[src/audio_port_pkg.sv]
// Notes on behaviour
// Expand written high byte, transmit or standalone.
// Compress received sample, or standalone written pair.
// Mono transmit repeats sample in both channels.
// Mono receive drops right-channel words.
// Clock-source bit: generate or take clock pins.
// Serial port runs only when enabled; off after reset.
// Software keeps port disabled for standalone mu-law.
// Sample length minus one, reset 0x0F.
// Trigger select copies and clears word counter.
// Pin-location bit picks one of two mappings.
// Repeated high write clears transmit low byte.
// High byte read clears receive request flag.
// High byte write clears transmit request flag.
// Data bytes reset zero, form 16-bit register.
// Enables gate request flags onto port interrupt.
// Standalone mu-law result ready one cycle later.
// Long master words padded with low zeros.
// Ten-bit word-select counter copied and cleared.
package audio_port_pkg;

	// ------------------------------------------------------------
	// Register map and reset values
	// ------------------------------------------------------------
	localparam logic [15:0] ADDR_CONFIG_A = 16'hdf40;
	localparam logic [15:0] ADDR_CONFIG_B = 16'hdf41;
	localparam logic [15:0] ADDR_DATA_LOW = 16'hdf42;
	localparam logic [15:0] ADDR_DATA_HIGH = 16'hdf43;
	localparam logic [15:0] ADDR_WORD_COUNT = 16'hdf44;
	localparam logic [15:0] ADDR_STATUS = 16'hdf45;
	localparam logic [7:0] CONFIG_A_RESET = 8'h00;
	localparam logic [7:0] CONFIG_B_RESET = 8'h78;
	localparam logic [7:0] DATA_BYTE_RESET = 8'h00;
	localparam logic [9:0] WORD_COUNT_MAX = 10'h3ff;
	localparam logic [4:0] SAMPLE_BITS = 5'h10;

	// ------------------------------------------------------------
	// Timing of the generated serial clock
	// ------------------------------------------------------------
	localparam int CLK_PERIOD_NS = 20;
	localparam int SCK_HALF_NS = 80;
	localparam int SCK_HALF_CYCLES = (SCK_HALF_NS / CLK_PERIOD_NS < 1) ? 1 : SCK_HALF_NS / CLK_PERIOD_NS;

	// ------------------------------------------------------------
	// Mu-law constants
	// ------------------------------------------------------------
	localparam logic [15:0] MULAW_BIAS = 16'h0084;
	localparam logic [15:0] MULAW_CLIP = 16'h7f7b;

	// ------------------------------------------------------------
	// Field layouts and encodings
	// ------------------------------------------------------------
	typedef struct packed {
		logic tx_irq_enable;
		logic rx_irq_enable;
		logic mulaw_expand_sel;
		logic mulaw_compress_sel;
		logic tx_single_channel;
		logic rx_single_channel;
		logic master_clock;
		logic port_enable;
	} config_a_t;

	typedef enum logic [1:0] {TRIG_NONE, TRIG_FRAME_START, TRIG_PIN_CHANGE, TRIG_TIMER} trigger_t;

	typedef struct packed {
		logic [4:0] word_len_m1;
		trigger_t count_trigger_sel;
		logic pin_location_sel;
	} config_b_t;

	typedef struct packed {
		logic sck;
		logic ws;
		logic sd;
	} pins_t;

	// Compresses a signed 16-bit sample into an 8-bit mu-law code.
	function automatic logic [7:0] mulaw_compress(input logic [15:0] x);
		logic [15:0] mag;
		logic [2:0] seg;
		logic [3:0] mant;
		mag = x[15] ? 16'(~x + 16'h0001) : x;
		if (mag > MULAW_CLIP)
		begin
			mag = MULAW_CLIP;
		end
		mag = 16'(mag + MULAW_BIAS);
		seg = 3'h0;
		for (int i = 1; i < 8; i++)
		begin
			if (mag[i + 7])
			begin
				seg = 3'(i);
			end
		end
		mant = 4'(mag >> ({1'b0, seg} + 4'h3));
		return ~{x[15], seg, mant};
	endfunction

	// Expands an 8-bit mu-law code into a signed 16-bit sample.
	function automatic logic [15:0] mulaw_expand(input logic [7:0] code);
		logic [7:0] n;
		logic [15:0] t;
		n = ~code;
		t = 16'((({12'h000, n[3:0]} << 3) + MULAW_BIAS) << n[6:4]);
		t = 16'(t - MULAW_BIAS);
		return n[7] ? 16'(~t + 16'h0001) : t;
	endfunction

endpackage

[src/audio_serial_port.sv]
`timescale 1ns/100ps
module audio_serial_port #(
	parameter int SCK_HALF = audio_port_pkg::SCK_HALF_CYCLES,
	parameter int DEPTH = 2
) (
	// Clock and reset
	input wire logic ref_clk,
	input wire logic rst,
	// Data memory access
	input wire logic [15:0] addr,
	input wire logic write_strobe,
	input wire logic read_strobe,
	input wire logic [7:0] write_data,
	output logic [7:0] read_data,
	// Word counter trigger events
	input wire logic sof_event,
	input wire logic pin_change_event,
	input wire logic timer_compare_event,
	// Serial pins, two alternative locations
	input wire audio_port_pkg::pins_t [1:0] pin_in,
	output audio_port_pkg::pins_t [1:0] pin_out,
	output audio_port_pkg::pins_t [1:0] pin_oe,
	// Processor side status
	output logic port_irq,
	output logic tx_buffer_ready
);

	localparam int PTR_W = (DEPTH > 1) ? $clog2(DEPTH) : 1;
	localparam int FILL_W = $clog2(DEPTH + 1);

	// ------------------------------------------------------------
	// Register state
	// ------------------------------------------------------------
	audio_port_pkg::config_a_t cfg_a;
	audio_port_pkg::config_b_t cfg_b;
	logic [15:0] data_reg;
	logic low_written;
	logic tx_request_flag;
	logic rx_request_flag;
	logic [9:0] word_count;
	logic [9:0] count_copy;

	// ------------------------------------------------------------
	// Serial state
	// ------------------------------------------------------------
	audio_port_pkg::pins_t pin_meta;
	audio_port_pkg::pins_t pin_sync;
	logic sck_last;
	logic ws_seen;
	logic ws_rise;
	logic ws_prev;
	logic gen_sck;
	logic gen_ws;
	logic [15:0] div_cnt;
	logic [4:0] gen_bits;
	logic [15:0] tx_shift;
	logic [15:0] tx_hold;
	logic sd_drive;
	logic [15:0] rx_shift;
	logic [4:0] rx_bits;
	logic [15:0] buf_mem [DEPTH];
	logic [PTR_W-1:0] wr_ptr;
	logic [PTR_W-1:0] rd_ptr;
	logic [FILL_W-1:0] fill;

	// ------------------------------------------------------------
	// Address decode and register access
	// ------------------------------------------------------------
	wire logic write_cfg_a = write_strobe && addr == audio_port_pkg::ADDR_CONFIG_A;
	wire logic write_cfg_b = write_strobe && addr == audio_port_pkg::ADDR_CONFIG_B;
	wire logic write_low = write_strobe && addr == audio_port_pkg::ADDR_DATA_LOW;
	wire logic write_high = write_strobe && addr == audio_port_pkg::ADDR_DATA_HIGH;
	wire logic write_count = write_strobe && addr == audio_port_pkg::ADDR_WORD_COUNT;
	wire logic read_high = read_strobe && addr == audio_port_pkg::ADDR_DATA_HIGH;
	wire logic enabled = cfg_a.port_enable;
	wire logic master = cfg_a.master_clock;
	wire logic expand_sel = cfg_a.mulaw_expand_sel;
	wire logic compress_sel = cfg_a.mulaw_compress_sel;

	// Read selection; unmapped addresses read as zero.
	wire logic [7:0] status_view = {4'h0, tx_request_flag, rx_request_flag, count_copy[9:8]};
	wire logic [7:0] read_mux =
		(addr == audio_port_pkg::ADDR_CONFIG_A) ? cfg_a :
		(addr == audio_port_pkg::ADDR_CONFIG_B) ? cfg_b :
		(addr == audio_port_pkg::ADDR_DATA_LOW) ? data_reg[7:0] :
		(addr == audio_port_pkg::ADDR_DATA_HIGH) ? data_reg[15:8] :
		(addr == audio_port_pkg::ADDR_WORD_COUNT) ? count_copy[7:0] :
		(addr == audio_port_pkg::ADDR_STATUS) ? status_view : 8'h00;

	// ------------------------------------------------------------
	// Serial clock and word select selection
	// ------------------------------------------------------------
	wire audio_port_pkg::pins_t pin_sel = pin_in[cfg_b.pin_location_sel];
	wire logic act_sck = master ? gen_sck : pin_sync.sck;
	wire logic act_ws = master ? gen_ws : pin_sync.ws;
	wire logic sck_fall = sck_last && !act_sck;
	wire logic sck_rise = !sck_last && act_sck;
	wire logic word_start = enabled && sck_fall && ws_rise != ws_prev;
	wire logic div_wrap = div_cnt == 16'(SCK_HALF - 1);

	// ------------------------------------------------------------
	// Transmit buffer and word selection
	// ------------------------------------------------------------
	wire logic buf_valid = fill != '0;
	assign tx_buffer_ready = fill != FILL_W'(DEPTH);
	wire logic pop_req = word_start && (!ws_rise || !cfg_a.tx_single_channel);
	wire logic pop = pop_req && buf_valid;
	wire logic [7:0] low_value = low_written ? data_reg[7:0] : 8'h00;
	wire logic [15:0] written_word = {write_data, low_value};
	wire logic [15:0] expanded = audio_port_pkg::mulaw_expand(write_data);
	wire logic [15:0] tx_word = expand_sel ? expanded : written_word;
	wire logic push = write_high && enabled && tx_buffer_ready;
	wire logic [15:0] next_tx_word =
		pop ? buf_mem[rd_ptr] :
		(cfg_a.tx_single_channel && ws_rise) ? tx_hold : 16'h0000;

	// ------------------------------------------------------------
	// Receive word alignment and data register update
	// ------------------------------------------------------------
	wire logic [15:0] rx_aligned = 16'(rx_shift << (audio_port_pkg::SAMPLE_BITS - rx_bits));
	wire logic [15:0] rx_value = compress_sel ? {audio_port_pkg::mulaw_compress(rx_aligned), 8'h00} : rx_aligned;
	wire logic rx_load = word_start && rx_bits != 5'h00 && !(cfg_a.rx_single_channel && ws_prev);
	wire logic [15:0] standalone =
		(expand_sel && !compress_sel) ? expanded :
		(compress_sel && !expand_sel) ? {audio_port_pkg::mulaw_compress(written_word), low_value} :
		written_word;
	wire logic [15:0] next_data =
		write_high ? (enabled ? written_word : standalone) :
		write_low ? {data_reg[15:8], write_data} :
		rx_load ? rx_value : data_reg;

	// Request flags: a hardware set wins over the clearing access.
	wire logic next_tx_flag = pop || (tx_request_flag && !write_high);
	wire logic next_rx_flag = rx_load || (rx_request_flag && !read_high);
	assign port_irq = (tx_request_flag && cfg_a.tx_irq_enable) || (rx_request_flag && cfg_a.rx_irq_enable);

	// ------------------------------------------------------------
	// Word counter trigger decode
	// ------------------------------------------------------------
	wire logic [3:0] trig_vec = {timer_compare_event, pin_change_event, sof_event, 1'b0};
	wire logic count_clear = trig_vec[cfg_b.count_trigger_sel] || write_count;
	wire logic ws_edge = act_ws != ws_seen;

	// ------------------------------------------------------------
	// Configuration registers and read data
	// ------------------------------------------------------------
	always_ff @(posedge ref_clk or posedge rst)
	begin
		if (rst)
		begin
			cfg_a <= audio_port_pkg::CONFIG_A_RESET;
			cfg_b <= audio_port_pkg::CONFIG_B_RESET;
			read_data <= 8'h00;
		end
		else
		begin
			if (write_cfg_a)
				cfg_a <= write_data;
			if (write_cfg_b)
				cfg_b <= write_data;
			if (read_strobe)
				read_data <= read_mux;
		end
	end

	// Data register pair and request flags.
	always_ff @(posedge ref_clk or posedge rst)
	begin
		if (rst)
		begin
			data_reg <= {audio_port_pkg::DATA_BYTE_RESET, audio_port_pkg::DATA_BYTE_RESET};
			low_written <= 1'b0;
			tx_request_flag <= 1'b0;
			rx_request_flag <= 1'b0;
		end
		else
		begin
			data_reg <= next_data;
			low_written <= write_low || (low_written && !write_high);
			tx_request_flag <= next_tx_flag;
			rx_request_flag <= next_rx_flag;
		end
	end

	// Word counter counts word-select transitions and saturates at its top.
	always_ff @(posedge ref_clk or posedge rst)
	begin
		if (rst)
		begin
			word_count <= 10'h000;
			count_copy <= 10'h000;
			ws_seen <= 1'b0;
		end
		else
		begin
			ws_seen <= act_ws;
			if (count_clear)
			begin
				count_copy <= word_count;
				word_count <= 10'h000;
			end
			else if (ws_edge && word_count != audio_port_pkg::WORD_COUNT_MAX)
				word_count <= 10'(word_count + 10'h001);
		end
	end

	// ------------------------------------------------------------
	// Pin synchronisers and edge tracking
	// ------------------------------------------------------------
	always_ff @(posedge ref_clk or posedge rst)
	begin
		if (rst)
		begin
			pin_meta <= '0;
			pin_sync <= '0;
			sck_last <= 1'b0;
			ws_rise <= 1'b0;
		end
		else
		begin
			pin_meta <= pin_sel;
			pin_sync <= pin_meta;
			sck_last <= act_sck;
			// Word select is taken at the rising edge, so a word starts one bit after it changes.
			if (sck_rise)
				ws_rise <= act_ws;
		end
	end

	// Master mode clock and word-select generator.
	always_ff @(posedge ref_clk or posedge rst)
	begin
		if (rst)
		begin
			div_cnt <= 16'h0000;
			gen_sck <= 1'b0;
			gen_ws <= 1'b0;
			gen_bits <= 5'h00;
		end
		else if (!(enabled && master))
		begin
			div_cnt <= 16'h0000;
			gen_sck <= 1'b0;
			gen_ws <= 1'b0;
			gen_bits <= 5'h00;
		end
		else if (div_wrap)
		begin
			div_cnt <= 16'h0000;
			gen_sck <= !gen_sck;
			if (gen_sck)
			begin
				gen_bits <= (gen_bits == cfg_b.word_len_m1) ? 5'h00 : 5'(gen_bits + 5'h01);
				if (gen_bits == cfg_b.word_len_m1)
					gen_ws <= !gen_ws;
			end
		end
		else
			div_cnt <= 16'(div_cnt + 16'h0001);
	end

	// ------------------------------------------------------------
	// Serial transmit and receive shifters
	// ------------------------------------------------------------
	always_ff @(posedge ref_clk or posedge rst)
	begin
		if (rst)
		begin
			ws_prev <= 1'b0;
			tx_shift <= 16'h0000;
			tx_hold <= 16'h0000;
			sd_drive <= 1'b0;
			rx_shift <= 16'h0000;
			rx_bits <= 5'h00;
		end
		else if (word_start)
		begin
			ws_prev <= ws_rise;
			tx_hold <= next_tx_word;
			sd_drive <= next_tx_word[15];
			tx_shift <= {next_tx_word[14:0], 1'b0};
			rx_bits <= 5'h00;
		end
		else if (enabled && sck_fall)
		begin
			ws_prev <= ws_rise;
			sd_drive <= tx_shift[15];
			tx_shift <= {tx_shift[14:0], 1'b0};
		end
		else if (enabled && sck_rise && rx_bits != audio_port_pkg::SAMPLE_BITS)
		begin
			rx_shift <= {rx_shift[14:0], pin_sync.sd};
			rx_bits <= 5'(rx_bits + 5'h01);
		end
	end

	// Two-entry transmit buffer between the data register and the shifter.
	always_ff @(posedge ref_clk or posedge rst)
	begin
		if (rst)
		begin
			wr_ptr <= '0;
			rd_ptr <= '0;
			fill <= '0;
		end
		else
		begin
			if (push)
				wr_ptr <= (wr_ptr == PTR_W'(DEPTH - 1)) ? '0 : PTR_W'(wr_ptr + 1'b1);
			if (pop)
				rd_ptr <= (rd_ptr == PTR_W'(DEPTH - 1)) ? '0 : PTR_W'(rd_ptr + 1'b1);
			if (push && !pop)
				fill <= FILL_W'(fill + 1'b1);
			else if (pop && !push)
				fill <= FILL_W'(fill - 1'b1);
		end
	end

	// Buffer storage is written without reset; only the pointers and the fill count carry state.
	always_ff @(posedge ref_clk)
	begin
		if (push)
			buf_mem[wr_ptr] <= tx_word;
	end

	// ------------------------------------------------------------
	// Pin drivers for both locations
	// ------------------------------------------------------------
	generate
		for (genvar k = 0; k < 2; k++)
		begin : g_pins
			wire logic here = enabled && cfg_b.pin_location_sel == 1'(k);
			assign pin_out[k] = '{sck: gen_sck, ws: gen_ws, sd: sd_drive};
			assign pin_oe[k] = '{sck: here && master, ws: here && master, sd: here};
		end
	endgenerate

endmodule // audio_serial_port

[config.mk]
export PLATFORM = sky130hd
export DESIGN_NAME = audio_serial_port
export DESIGN_NICKNAME = d
export VERILOG_FILES = /design/src/audio_port_pkg.sv /design/src/audio_serial_port.sv
export SDC_FILE = /design/constraint.sdc
export NUM_CORES = 1
export LEC_CHECK = 0
export ABC_AREA = 1
export BUFFER_PORTS_ARGS = -buffer_cell sky130_fd_sc_hd__buf_2
export CORE_ASPECT_RATIO = 1.4
export CORE_MARGIN = 2
export CORE_UTILIZATION = 60
export DETAILED_ROUTE_END_ITERATION = 16
export GPL_ROUTABILITY_DRIVEN = 0
export PLACE_DENSITY = 0.78
export SKIP_LAST_GASP = 1
export SLEW_MARGIN = 0
export SYNTH_ARGS = -nofsm -noshare
export SYNTH_HDL_FRONTEND = slang
export SYNTH_SLANG_ARGS = --single-unit
[constraint.sdc]
create_clock -name ref_clk -period 5.8 [get_ports ref_clk]
set_input_delay 0.87 -clock ref_clk [delete_from_list [all_inputs] [get_ports ref_clk]]
set_output_delay 0.87 -clock ref_clk [all_outputs]
set_load 0.005 [all_outputs]
## Yosys cells after proc, flatten, opt, wreduce, memory -nomap -nowiden

Memories as Yosys holds them, arrays and structs flattened.
Cells that the tools add are included.
Widths: inputs -> output; s select.

| storage, ports and cells | value |
|---|---|
| register bits after elaboration | 154 |
| memory bits (writable) | 32 |
| input port bits | 37 |
| memories kept | 1 |

Memory list:

| name | depth | bits a word | read ports | clocked after Yosys merged registers in | write ports | RTL line | text |
|---|---|---|---|---|---|---|---|
| buf_mem | 2 | 16 | 1 | 0 | 1 | audio_serial_port.sv:61 | `logic [15:0] buf_mem [DEPTH];` |

| cells by class | value |
|---|---|
| add/subtract/negate cells | 18 |
| magnitude comparators | 4 |
| eq/ne operators | 18 |
| shift-type cells | 4 |
| muxes and demuxes | 71 |
| bitwise operators | 9 |
| reduce and logical (&&, ||, !) cells | 67 |

Operator list:

| cell | count |
|---|---|
| $mux 16 | 19 |
| $eq 16x16->1 const B | 6 |
| $add 16x1->16 const B | 4 |
| $mux 8 | 6 |
| $not 16->16 | 3 |
| $mux 3 | 14 |
| $logic_and 1x1->1 | 35 |
| $mux 5 | 7 |
| $add 16x8->16 const B | 2 |
| $gt 16x15->1 const B | 2 |
| $shr 16x4->4 | 2 |
| $not 8->8 | 3 |
| $mux 10 | 2 |
| $mux 1 | 19 |
| $eq 16x2->1 const B | 1 |
| $shl 16x5->16 | 1 |
| $shl 9x3->16 | 1 |
| $sub 16x8->16 const B | 1 |
| $logic_not 1->1 | 13 |
| $reduce_bool 2->1 | 6 |
| $add 10x1->10 const B | 1 |
| $add 5x1->5 const B | 2 |
| $ne 10x10->1 const B | 1 |
| $add 7x8->9 const B | 1 |
| other kinds (21) | 39 |

## Depth between registers and ports, before layout

Gate-level depths: netlist of the first run.

| depth | value |
|---|---|
| word-level depth | 22 |
| gate-level depth with buffers | 38 |

## Worst setup path after synthesis of the first run

No wires, ideal clock.

| timing path | value |
|---|---|
| path type | register to register |
| start point | reg rx_bits[0] |
| end point | reg data_reg[9] |
| data arrival time | 3.933 ns |
| required time | 5.679 ns |
| setup slack | 1.746 ns |
| cell stages (with the launch flop) | 38 |
| path through | dfrtp_1 -> inv_2 -> buf_4 -> ha_1 -> nand2_2 -> nor2_1 -> ha_1 -> nand3_1 -> inv_2 -> buf_6 -> nand2_1 -> ha_1 -> nand2_1 -> nor2_2 -> nand2_1 -> nand2_1 -> nand2_1 -> nand2_1 -> [... 2 more ...] -> nand3_2 -> inv_1 -> nand2_2 -> nand2_4 -> nor2_4 -> nand3_2 -> nand2_2 -> nand2_1 -> nand2_1 -> nand2_2 -> buf_6 -> nand3b_1 -> nand2_1 -> nand2_1 -> nand3_1 -> nand2_1 -> nand2_1 -> nand3_2 |

| between the ends | value |
|---|---|
| word-level cells in the longest chain between the ends | 22 |
| elaborated cells between the ends (all ways) | 27 |

Ends and longest elaborated chain:

| item | RTL line | text |
|---|---|---|
| start: declaration | audio_serial_port.sv:60 | `logic [4:0] rx_bits;` |
| start signal: assignment | audio_serial_port.sv:293 | `rx_bits <= 5'(rx_bits + 5'h01);` |
| $sub 5x5->5 | audio_serial_port.sv:120 | `wire logic [15:0] rx_aligned = 16'(rx_shift << (audio_port_pkg::SAMPLE_BITS - rx_bits));` |
| $shl 16x5->16 | audio_serial_port.sv:120 |  |
| $not 16->16 | audio_port_pkg.sv:83 | `mag = x[15] ? 16'(~x + 16'h0001) : x;` |
| $add 16x1->16 | audio_port_pkg.sv:83 |  |
| $mux 16 | audio_port_pkg.sv:83 |  |
| $gt 16x15->1 | audio_port_pkg.sv:84 | `if (mag > MULAW_CLIP)` |
| $mux 16 | audio_port_pkg.sv:84 |  |
| $add 16x8->16 | audio_port_pkg.sv:88 | `mag = 16'(mag + MULAW_BIAS);` |
| $mux 1 | audio_port_pkg.sv:92 | `if (mag[i + 7])` |
| $mux 3 (6 in series) | audio_port_pkg.sv:92 |  |
| $add 3x2->4 | audio_port_pkg.sv:97 | `mant = 4'(mag >> ({1'b0, seg} + 4'h3));` |
| $shr 16x4->4 | audio_port_pkg.sv:97 |  |
| $not 8->8 | audio_port_pkg.sv:98 | `return ~{x[15], seg, mant};` |
| $mux 16 | audio_serial_port.sv:121 | `wire logic [15:0] rx_value = compress_sel ? {audio_port_pkg::mulaw_compress(rx_aligned), 8'h00} : rx_aligned;` |
| $mux 16 | audio_serial_port.sv:130 | `rx_load ? rx_value : data_reg;` |
| $mux 16 | audio_serial_port.sv:129 | `write_low ? {data_reg[15:8], write_data} :` |
| $mux 16 | audio_serial_port.sv:128 | `write_high ? (enabled ? written_word : standalone) :` |
| end signal: assignment | audio_serial_port.sv:171 | `data_reg <= {audio_port_pkg::DATA_BYTE_RESET, audio_port_pkg::DATA_BYTE_RESET};` |
| end signal: assignment | audio_serial_port.sv:178 | `data_reg <= next_data;` |
| end: declaration | audio_serial_port.sv:36 | `logic [15:0] data_reg;` |

Parallel ways exist; a longest one is shown, timed or not. The select of a mux whose other input is x is not followed.
A chain may end at the register's enable or synchronous reset.

## Final worst setup path of the first run

| timing path | value |
|---|---|
| start point | reg rx_bits[0] |
| end point | reg data_reg[8] |

Same word-level chain as after synthesis.

==> flow_results.xml, run 1 <==
<?xml version="1.0" encoding="UTF-8"?>
<metrics>
  <group name="worst_setup_path">
    <metric name="critPathRequiredTime" unit="ns">6.12</metric>
    <metric name="critical_path.reg2reg.endpoint" unit="">data_reg[8]</metric>
    <metric name="ff2ff_path_depth" unit="">29</metric>
    <metric name="critical_path.slowest_cell" unit="">sky130_fd_sc_hd__dfrtp_1</metric>
    <metric name="critical_path.top_delay_family" unit="">simple AND/OR/NAND/NOR gates</metric>
    <metric name="timing.setup.critical_path_class" unit="">flop to flop</metric>
    <metric name="critical_path.most_common_cell" unit="">sky130_fd_sc_hd__nand2_1</metric>
    <metric name="rr_startpoint" unit="">rx_bits[0]</metric>
    <metric name="critical_path_cell_count" unit="">29</metric>
    <metric name="worst_setup_path_end_kind" unit="">flop</metric>
    <metric name="r2r_slack" unit="ns">0.63</metric>
    <metric name="crit_path_start_kind" unit="">flop</metric>
    <metric name="worstPathArrival" unit="ns">5.50</metric>
    <metric name="startpoint" unit="">rx_bits[0]</metric>
    <metric name="worst_path_largest_cell_delay" unit="ns">0.73</metric>
    <metric name="worstPathMaxFanout" unit="">21</metric>
    <metric name="worst_setup_path_endpoint" unit="">data_reg[8]</metric>
    <metric name="crit_buf_inv" unit="">3</metric>
  </group>
  <group name="global_routing">
    <metric name="first_global_vias" unit="">11900</metric>
    <metric name="globalRoute.totalOverflow" unit="">0</metric>
    <metric name="grt_antenna_before_repair" unit="">0</metric>
    <metric name="global_route.usage.total" unit="%">30.9</metric>
    <metric name="grt_max_degree" unit="">107</metric>
    <metric name="grt_first_pass_wirelength" unit="mm">56.0</metric>
  </group>
  <group name="routing">
    <metric name="route.vias.total" unit="">12300</metric>
    <metric name="vias_per_cell" unit="">5.84</metric>
    <metric name="wl_met1" unit="mm">13.4</metric>
    <metric name="detailroute.wirelength.met2" unit="mm">16.7</metric>
    <metric name="route.top_layer_used" unit="">met4</metric>
    <metric name="postRouteWirelength" unit="mm">33.9</metric>
    <metric name="postRouteAntennaNets" unit="">0</metric>
    <metric name="routed-wl-met3" unit="mm">1.82</metric>
    <metric name="number_of_drc_markers_after_the_initial_detailed_route_iteration" unit="">1154</metric>
    <metric name="drtPass1Iterations" unit="">6</metric>
    <metric name="post_drt_wl_per_cell" unit="um">16.1</metric>
    <metric name="remaining_drc_errors" unit="">0</metric>
  </group>
  <group name="power">
    <metric name="power.ir.vdd_worst" unit="mV">0.314</metric>
    <metric name="p_comb_share" unit="%">9.3</metric>
    <metric name="power.net_switching" unit="uW">865</metric>
    <metric name="swShare" unit="%">29.6</metric>
    <metric name="p_clk_share" unit="%">43.0</metric>
    <metric name="p_int" unit="mW">2.06</metric>
    <metric name="pwr_density_cell" unit="nW/um^2">213</metric>
    <metric name="pwr-share-seq" unit="%">47.7</metric>
    <metric name="total_leakage_power" unit="nW">6.70</metric>
    <metric name="total_power" unit="mW">2.92</metric>
  </group>
  <group name="final_layout">
    <metric name="post_route_cells_drive_above_1_share" unit="%">10.6</metric>
    <metric name="num-nets-final" unit="">1884</metric>
    <metric name="num_antenna_cells" unit="">0</metric>
    <metric name="final_cells" unit="">2106</metric>
    <metric name="register_containing_the_most_flip_flops_in_the_final_layout" unit="">buf_mem</metric>
    <metric name="filler_cells" unit="">1840</metric>
    <metric name="synthToLayoutAreaGrowth" unit="%">7.48</metric>
    <metric name="number_of_flip_flops_in_the_largest_register" unit="">32</metric>
  </group>
  <group name="die">
    <metric name="dieArea" unit="sq um">22400</metric>
    <metric name="core_area" unit="sq um">21000</metric>
    <metric name="initial_core_util" unit="%">60.7</metric>
    <metric name="dieHeight" unit="um">176</metric>
    <metric name="floorplan.die.width" unit="um">127</metric>
    <metric name="io_pins" unit="">59</metric>
    <metric name="rows" unit="">63</metric>
  </group>
  <group name="timing">
    <metric name="achievable-frequency" unit="MHz">193</metric>
    <metric name="clock-skew-final" unit="ns">0.0192</metric>
    <metric name="timing.final.max_slew_violations" unit="">0</metric>
    <metric name="final.period_utilization" unit="%">89.2</metric>
    <metric name="fin_setup_tns" unit="ns">0</metric>
    <metric name="final_worst_setup_slack" unit="ns">0.626</metric>
    <metric name="rsz0062_at_grt" unit="">false</metric>
    <metric name="period_minus_slack" unit="ns">5.17</metric>
    <metric name="setup_viol_count_final" unit="">0</metric>
    <metric name="slew_headroom" unit="%">27.1</metric>
    <metric name="worst_pin_slew" unit="ns">1.08</metric>
    <metric name="worst_hold_slack" unit="ns">0.353</metric>
    <metric name="timing_hold_violations_final" unit="">0</metric>
  </group>
  <group name="yosys">
    <metric name="synth_cell_type_count" unit="">59</metric>
    <metric name="synthesis.area" unit="sq um">12700</metric>
    <metric name="synth_nets" unit="">1865</metric>
    <metric name="synth.avg_cell_area" unit="sq um">7.02</metric>
    <metric name="synth-seq-area-share" unit="%">37.7</metric>
    <metric name="synth_warnings" unit="">0</metric>
    <metric name="synth-main-ff-cell" unit="">sky130_fd_sc_hd__dfrtp_1</metric>
    <metric name="ys_async_sr_fraction" unit="%">82.7</metric>
    <metric name="post_synth_inst_count" unit="">1814</metric>
    <metric name="ys_ff_latch" unit="">185</metric>
    <metric name="number_of_flops_mapped_to_enable_cells_by_yosys" unit="">32</metric>
  </group>
  <group name="cts">
    <metric name="path_clk_slew" unit="ns">0.08</metric>
    <metric name="cts_sinks" unit="">185</metric>
    <metric name="clock_tree.buffer_depth" unit="">2</metric>
    <metric name="cts_tree" unit="">done</metric>
    <metric name="cts-buffers-inserted" unit="">17</metric>
    <metric name="cts_root_buf" unit="">sky130_fd_sc_hd__clkbuf_16</metric>
    <metric name="hold_buffers" unit="">0</metric>
    <metric name="h-tree-depth" unit="">4</metric>
    <metric name="cts_repair_resize_count" unit="">0</metric>
    <metric name="postCtsSetupRepairBufs" unit="">0</metric>
    <metric name="worst_skew_pair.late_latency" unit="ns">0.45</metric>
  </group>
  <group name="placement">
    <metric name="port-buffer-count" unit="">58</metric>
    <metric name="dp_worst_setup_slack" unit="ns">0.699</metric>
    <metric name="placedCellCount" unit="">2074</metric>
    <metric name="place_hpwl" unit="mm">25.3</metric>
  </group>
  <group name="run_status">
    <metric name="run_status" unit="">completed</metric>
  </group>
  <group name="min_path">
    <metric name="worst_hold_class" unit="">flop to flop</metric>
  </group>
  <group name="run">
    <metric name="cap_viol_max_count" unit="">0</metric>
  </group>
</metrics>
## worst reg2reg max path, delay by kind of cell, from the launching register on
family | cells | cell delay, ns
fa+ha+maj | 3 | 0.99
xor+xnor | 1 | 0.17
buf+inv | 3 | 0.58
flops | 1 | 0.73
compound gates | 1 | 0.22
simple gates | 21 | 2.37
## cells in the final DEF (no fill, tap or decap), types with 11 or more instances in the layout
cell type                   netlist  layout
sky130_fd_sc_hd__a21oi_1         56      56
sky130_fd_sc_hd__a2bb2oi_1       15      15
sky130_fd_sc_hd__buf_2            2      58
sky130_fd_sc_hd__clkbuf_16        0      17
sky130_fd_sc_hd__dfrtp_1        149     149
sky130_fd_sc_hd__edfxtp_1        32      32
sky130_fd_sc_hd__ha_1            14      14
sky130_fd_sc_hd__inv_1          199     198
sky130_fd_sc_hd__inv_2           12      12
sky130_fd_sc_hd__nand2_1        533     533
sky130_fd_sc_hd__nand2_2         31      31
sky130_fd_sc_hd__nand3_1        178     178
sky130_fd_sc_hd__nand3_2         13      13
sky130_fd_sc_hd__nand3b_1        11      11
sky130_fd_sc_hd__nand4_1         15      15
sky130_fd_sc_hd__nor2_1         147     147
sky130_fd_sc_hd__nor2_2          13      13
sky130_fd_sc_hd__nor3_1          24      22
sky130_fd_sc_hd__o211ai_1        11      11
sky130_fd_sc_hd__o21ai_0        146     146
sky130_fd_sc_hd__o32ai_1         16      16
sky130_fd_sc_hd__xor2_1          21      21
## cell type report
cell class	count	area (sq um)	area share [%]
Clock buffer	17	425	3.11
Sequential cell	185	4790	35.0
Multi-Input combinational cell	1351	6770	49.5
Clock inverter	15	223	1.63
Inverter	214	808	5.91
Timing Repair Buffer	64	335	2.45
Tap cell	260	325	2.38
## synthesized netlist by cell type, drive strengths merged, types with 3 or more instances
library cell | n | area [sq um]
nand4 | 15 | 93.8
nor2 | 164 | 678
nand2 | 571 | 2270
o2111ai | 3 | 26.3
o21ai | 148 | 744
o21a | 4 | 30.0
xor2 | 22 | 200
or2 | 4 | 25.0
nor3 | 25 | 136
dfstp | 4 | 105
a31oi | 7 | 43.8
inv | 211 | 792
a2bb2oi | 15 | 131
nand3 | 191 | 1020
nor3b | 8 | 60.1
o31ai | 5 | 37.5
o21bai | 3 | 33.8
a22oi | 6 | 45.0
a21oi | 58 | 305
nor4 | 8 | 50.1
edfxtp | 32 | 961
clkbuf | 37 | 139
o311ai | 3 | 26.3
clkinv | 3 | 11.3
o221ai | 7 | 61.3
ha | 14 | 175
o32ai | 16 | 140
o211ai | 12 | 95.1
o22ai | 9 | 56.3
a221oi | 4 | 35.0
xnor2 | 10 | 87.6
buf | 27 | 233
and3 | 3 | 18.8
dfrtp | 149 | 3730
nand3b | 11 | 82.6
## layer usage
| metal | vias up | track usage [%] |
|---|---|---|
| met3 | 133 | 4.42 |
| met1 | 5661 | 35.8 |
| met2 | 452 | 53.9 |
| met5 | - | 0 |
| li1 | 6045 | - |
| met4 | 0 | 19.0 |
## per-stage QoR
stage | util, % | instance area [sq um]
floorplan | - | 12700
global placement | 62.2 | 13000
detailed placement | 62.2 | 13000
CTS | 65.2 | 13700
global route | 65.2 | 13700
finish | 65.2 | 13700
## worst min-delay path by stage
stage                            from     endpoint  slack (ns)  depth (start not counted)
after floorplan           pin_meta[0]  pin_sync[0]        0.33                          0
final                     pin_meta[2]  pin_sync[2]        0.35                          0
after detailed placement  pin_meta[2]  pin_sync[2]        0.33                          0
after global routing      pin_meta[1]  pin_sync[1]        0.37                          0
after global placement    pin_meta[2]  pin_sync[2]        0.33                          0
after CTS                 pin_meta[2]  pin_sync[2]        0.35                          0
## kinds of logic after synthesis
family,synth area share [%]
multiplexers,0.0885
adder cells (fa/ha/maj),1.38
AO/OA/AOI/OAI,14.5
flip-flops,37.7
AND/OR/NAND/NOR,34.9
buffers and inverters,9.23
XOR/XNOR,2.26
## power groups by stage
| stage | logic, mW | registers, mW | clock network, mW |
|---|---|---|---|
| 2_1_floorplan | 0.194 | 1.41 | 0 |
| 3_3_place_gp | 0.258 | 1.42 | 0 |
| 3_5_place_dp | 0.264 | 1.42 | 0 |
| 4_1_cts | 0.269 | 1.39 | 1.26 |
| 5_1_grt | 0.306 | 1.40 | 1.32 |
| 6_report | 0.271 | 1.39 | 1.26 |
Power figures use the tool's default switching activity.
==> inputs of run 2 (changes only) <==
--- a/config.mk
+++ b/config.mk
@@ -5,7 +5,6 @@
 export SDC_FILE = /design/constraint.sdc
 export NUM_CORES = 1
 export LEC_CHECK = 0
-export ABC_AREA = 1
 export BUFFER_PORTS_ARGS = -buffer_cell sky130_fd_sc_hd__buf_2
 export CORE_ASPECT_RATIO = 1.4
 export CORE_MARGIN = 2
==> constraint.sdc (replaced) <==
create_clock -name ref_clk -period 5.8 [get_ports ref_clk]
set_input_delay 0.87 -clock ref_clk [delete_from_list [all_inputs] [get_ports ref_clk]]
set_output_delay 0.87 -clock ref_clk [all_outputs]
set_load 0.05 [all_outputs]
==> run 2 against run 1 <==
Effect of this change: final cell count shrank 17%; clock power shrank 6%; first-iteration DRC count shrank 7.7%; register-to-register slack lost 0.28 ns; critical path depth shrank 9; total power is essentially flat; clock-buffer cell count grew 1; global-route usage grew 0.74 points; fmax shrank 5.1%; combinational power grew 21%; worst setup slack lost 0.28 ns.
==> flow_results.xml, run 2 <==
<?xml version="1.0" encoding="UTF-8"?>
<metrics>
  <group name="run_status">
    <metric name="run_status" unit="">completed</metric>
  </group>
  <group name="worst_setup_path">
    <metric name="rr_startpoint" unit="">rx_bits[1]</metric>
    <metric name="worst_setup_path_endpoint" unit="">data_reg[9]</metric>
    <metric name="critPathRequiredTime" unit="ns">6.12</metric>
    <metric name="critical_path.reg2reg.endpoint" unit="">data_reg[9]</metric>
    <metric name="r2r_slack" unit="ns">0.35</metric>
    <metric name="worst_setup_path_end_kind" unit="">flop</metric>
    <metric name="worst_path_largest_cell_delay" unit="ns">0.52</metric>
    <metric name="ff2ff_path_depth" unit="">20</metric>
    <metric name="critical_path.cell_chain" unit="">inv_1 -&gt; ha_2 -&gt; nor3b_1 -&gt; ha_1 -&gt; o21a_1 -&gt; nand2_1 -&gt; ha_1 -&gt; inv_1 -&gt; a21o_1 -&gt; nor3_1 -&gt; a31oi_1 -&gt; xnor2_1 -&gt; nor3_1 -&gt; o31a_1 -&gt; a211oi_2 -&gt; buf_4 -&gt; o41ai_1 -&gt; a221oi_1 -&gt; a2111oi_1 -&gt; a2111o_1</metric>
    <metric name="worstPathMaxFanout" unit="">7</metric>
    <metric name="worstPathArrival" unit="ns">5.77</metric>
    <metric name="critical_path.slowest_cell" unit="">sky130_fd_sc_hd__xnor2_1</metric>
    <metric name="timing.setup.critical_path_class" unit="">flop to flop</metric>
    <metric name="crit_path_start_kind" unit="">flop</metric>
    <metric name="startpoint" unit="">rx_bits[1]</metric>
  </group>
  <group name="cts">
    <metric name="hold_buffers" unit="">0</metric>
    <metric name="cts_root_buf" unit="">sky130_fd_sc_hd__clkbuf_16</metric>
    <metric name="postCtsSetupRepairBufs" unit="">0</metric>
    <metric name="cts_repair_resize_count" unit="">0</metric>
    <metric name="cts-buffers-inserted" unit="">17</metric>
    <metric name="clock_tree.buffer_depth" unit="">2</metric>
    <metric name="h-tree-depth" unit="">4</metric>
    <metric name="cts_sinks" unit="">185</metric>
    <metric name="path_clk_slew" unit="ns">0.07</metric>
    <metric name="worst_skew_pair.late_latency" unit="ns">0.44</metric>
    <metric name="cts_tree" unit="">done</metric>
  </group>
  <group name="routing">
    <metric name="route.vias.total" unit="">11800</metric>
    <metric name="vias_per_cell" unit="">6.75</metric>
    <metric name="postRouteAntennaNets" unit="">0</metric>
    <metric name="postRouteWirelength" unit="mm">35.6</metric>
    <metric name="drtPass1Iterations" unit="">7</metric>
    <metric name="number_of_drc_markers_after_the_initial_detailed_route_iteration" unit="">1065</metric>
    <metric name="post_drt_wl_per_cell" unit="um">20.4</metric>
    <metric name="remaining_drc_errors" unit="">0</metric>
  </group>
  <group name="die">
    <metric name="core_area" unit="sq um">21200</metric>
    <metric name="initial_core_util" unit="%">61.3</metric>
    <metric name="rows" unit="">63</metric>
    <metric name="dieHeight" unit="um">178</metric>
    <metric name="floorplan.die.width" unit="um">128</metric>
    <metric name="dieArea" unit="sq um">22900</metric>
    <metric name="io_pins" unit="">59</metric>
  </group>
  <group name="yosys">
    <metric name="synth-main-ff-cell" unit="">sky130_fd_sc_hd__dfrtp_1</metric>
    <metric name="synth_nets" unit="">1487</metric>
    <metric name="ys_async_sr_fraction" unit="%">82.7</metric>
    <metric name="number_of_flops_mapped_to_enable_cells_by_yosys" unit="">32</metric>
    <metric name="synth_warnings" unit="">0</metric>
    <metric name="synth_top_cells_by_area" unit="">sky130_fd_sc_hd__dfrtp_1, sky130_fd_sc_hd__edfxtp_1, sky130_fd_sc_hd__mux2_2, sky130_fd_sc_hd__nand2_1, sky130_fd_sc_hd__nor2_1</metric>
    <metric name="synthesis.area" unit="sq um">13000</metric>
    <metric name="synth-seq-area-share" unit="%">36.9</metric>
    <metric name="synth.avg_cell_area" unit="sq um">9.05</metric>
    <metric name="synth_top_cells_by_count" unit="">sky130_fd_sc_hd__dfrtp_1, sky130_fd_sc_hd__nand2_1, sky130_fd_sc_hd__nor2_1, sky130_fd_sc_hd__o21ai_0, sky130_fd_sc_hd__a21oi_1</metric>
    <metric name="ys_ff_latch" unit="">185</metric>
    <metric name="netlist.area_leader.share" unit="%">28.7</metric>
    <metric name="synth.most_common_cell" unit="">sky130_fd_sc_hd__dfrtp_1</metric>
    <metric name="synth_cell_type_count" unit="">96</metric>
    <metric name="post_synth_inst_count" unit="">1436</metric>
    <metric name="post_synth_top_area_cell" unit="">sky130_fd_sc_hd__dfrtp_1</metric>
  </group>
  <group name="global_routing">
    <metric name="grt_max_degree" unit="">107</metric>
    <metric name="grt_first_pass_wirelength" unit="mm">57.8</metric>
    <metric name="globalRoute.totalOverflow" unit="">0</metric>
    <metric name="first_global_vias" unit="">11700</metric>
    <metric name="grt_antenna_before_repair" unit="">0</metric>
    <metric name="global_route.usage.total" unit="%">31.7</metric>
  </group>
  <group name="final_layout">
    <metric name="synthToLayoutAreaGrowth" unit="%">9.68</metric>
    <metric name="number_of_flip_flops_in_the_largest_register" unit="">32</metric>
    <metric name="num_antenna_cells" unit="">0</metric>
    <metric name="register_containing_the_most_flip_flops_in_the_final_layout" unit="">buf_mem</metric>
    <metric name="num-nets-final" unit="">1523</metric>
    <metric name="layout_commonest_cell" unit="">sky130_fd_sc_hd__dfrtp_1</metric>
    <metric name="final_cell_mix" unit="">sky130_fd_sc_hd__dfrtp_1, sky130_fd_sc_hd__nand2_1, sky130_fd_sc_hd__nor2_1, sky130_fd_sc_hd__o21ai_0, sky130_fd_sc_hd__a21oi_1</metric>
    <metric name="filler_cells" unit="">1656</metric>
    <metric name="post_route_cells_drive_above_1_share" unit="%">18.9</metric>
  </group>
  <group name="placement">
    <metric name="place_hpwl" unit="mm">26.1</metric>
    <metric name="port-buffer-count" unit="">58</metric>
  </group>
  <group name="timing">
    <metric name="slew_headroom" unit="%">19.6</metric>
    <metric name="timing_hold_violations_final" unit="">0</metric>
    <metric name="final.period_utilization" unit="%">94.0</metric>
    <metric name="setup_viol_count_final" unit="">0</metric>
    <metric name="timing.final.max_slew_violations" unit="">0</metric>
    <metric name="worst_pin_slew" unit="ns">1.20</metric>
    <metric name="clock-skew-final" unit="ns">0.0107</metric>
    <metric name="achievable-frequency" unit="MHz">183</metric>
    <metric name="rsz0062_at_grt" unit="">false</metric>
    <metric name="fin_setup_tns" unit="ns">0</metric>
    <metric name="period_minus_slack" unit="ns">5.45</metric>
  </group>
  <group name="power">
    <metric name="total_power" unit="mW">2.92</metric>
    <metric name="total_leakage_power" unit="nW">5.85</metric>
    <metric name="power.ir.vdd_worst" unit="mV">0.213</metric>
    <metric name="pwr_density_cell" unit="nW/um^2">205</metric>
  </group>
  <group name="min_path">
    <metric name="worst_hold_class" unit="">flop to flop</metric>
  </group>
  <group name="run">
    <metric name="cap_viol_max_count" unit="">0</metric>
  </group>
</metrics>
run 2: changes by cell type after synthesis, sizes merged, moves of 40 or more:
| cell | change |
|---|---|
| nand3 | -157 |
| o21ai | -60 |
| inv | -176 |
| mux2i | +40 |
| nand2 | -435 |
| mux2 | +61 |
run 2: worst min path at each step:
stage | from | to | slack [ns] | depth (start not counted)
floorplan | pin_meta[0] | pin_sync[0] | 0.33 | 0
CTS | pin_meta[2] | pin_sync[2] | 0.35 | 0
detailed placement | pin_meta[2] | pin_sync[2] | 0.33 | 0
global route | pin_meta[0] | pin_sync[0] | 0.37 | 0
finish | pin_meta[2] | pin_sync[2] | 0.35 | 0
global placement | pin_meta[2] | pin_sync[2] | 0.33 | 0
run 2: logic make-up after synthesis:
kind of cell,Yosys count,share of synthesized area (%)
simple gates,479,18.2
compound gates,432,23.7
mux,111,10.0
xor+xnor,78,5.31
fa+ha+maj,14,1.35
buf+inv,137,4.55
flops,185,36.9
run 2: critical path: cells and delay by family (launching register included):
kind,cells,cell delay [ns]
AO/OA/AOI/OAI,9,2.18
AND/OR/NAND/NOR,4,1.04
adder cells (fa/ha/maj),3,0.79
XOR/XNOR,1,0.52
flip-flops,1,0.39
buffers and inverters,3,0.39
run 2: layer usage:
metal / track usage [%] / part of all wire, %
met1: 35.3 / 37
met2: 57.0 / 52
met3: 4.23 / 5.9
met4: 19.0 / 5.6
met5: 0 / 0
run 2: power breakdown:
group / switching, mW / internal, mW / leakage [nW]
Combinational: 0.206 / 0.122 / 3.26
Clock: 0.559 / 0.620 / 0.294
Sequential: 0.0513 / 1.36 / 2.30
Total: 0.816 / 2.10 / 5.85
run 2: final cells by class:
| cell class | count | area [sq um] | area share, % |
|---|---|---|---|
| inverter | 35 | 136 | 0.957 |
| tap | 260 | 325 | 2.28 |
| clock inverter | 14 | 169 | 1.18 |
| timing repair buffer | 119 | 748 | 5.25 |
| multi-input combinational | 1114 | 7650 | 53.7 |
| sequential | 185 | 4800 | 33.6 |
| clock buffer | 18 | 429 | 3.01 |
run 2: through the flow:
stage,setup slack [ns],cells,utilization (%),hold slack (ns),instance area [sq um]
final,0.349,1745,67.2,0.353,14300
after global routing,0.000406,1745,67.2,0.367,14300
after CTS,0.269,1745,67.1,0.352,14200
after detailed placement,0.149,1713,64.2,0.335,13600
after global placement,0.341,1713,64.2,0.334,13600
after floorplan,0.163,1436,-,0.331,13000
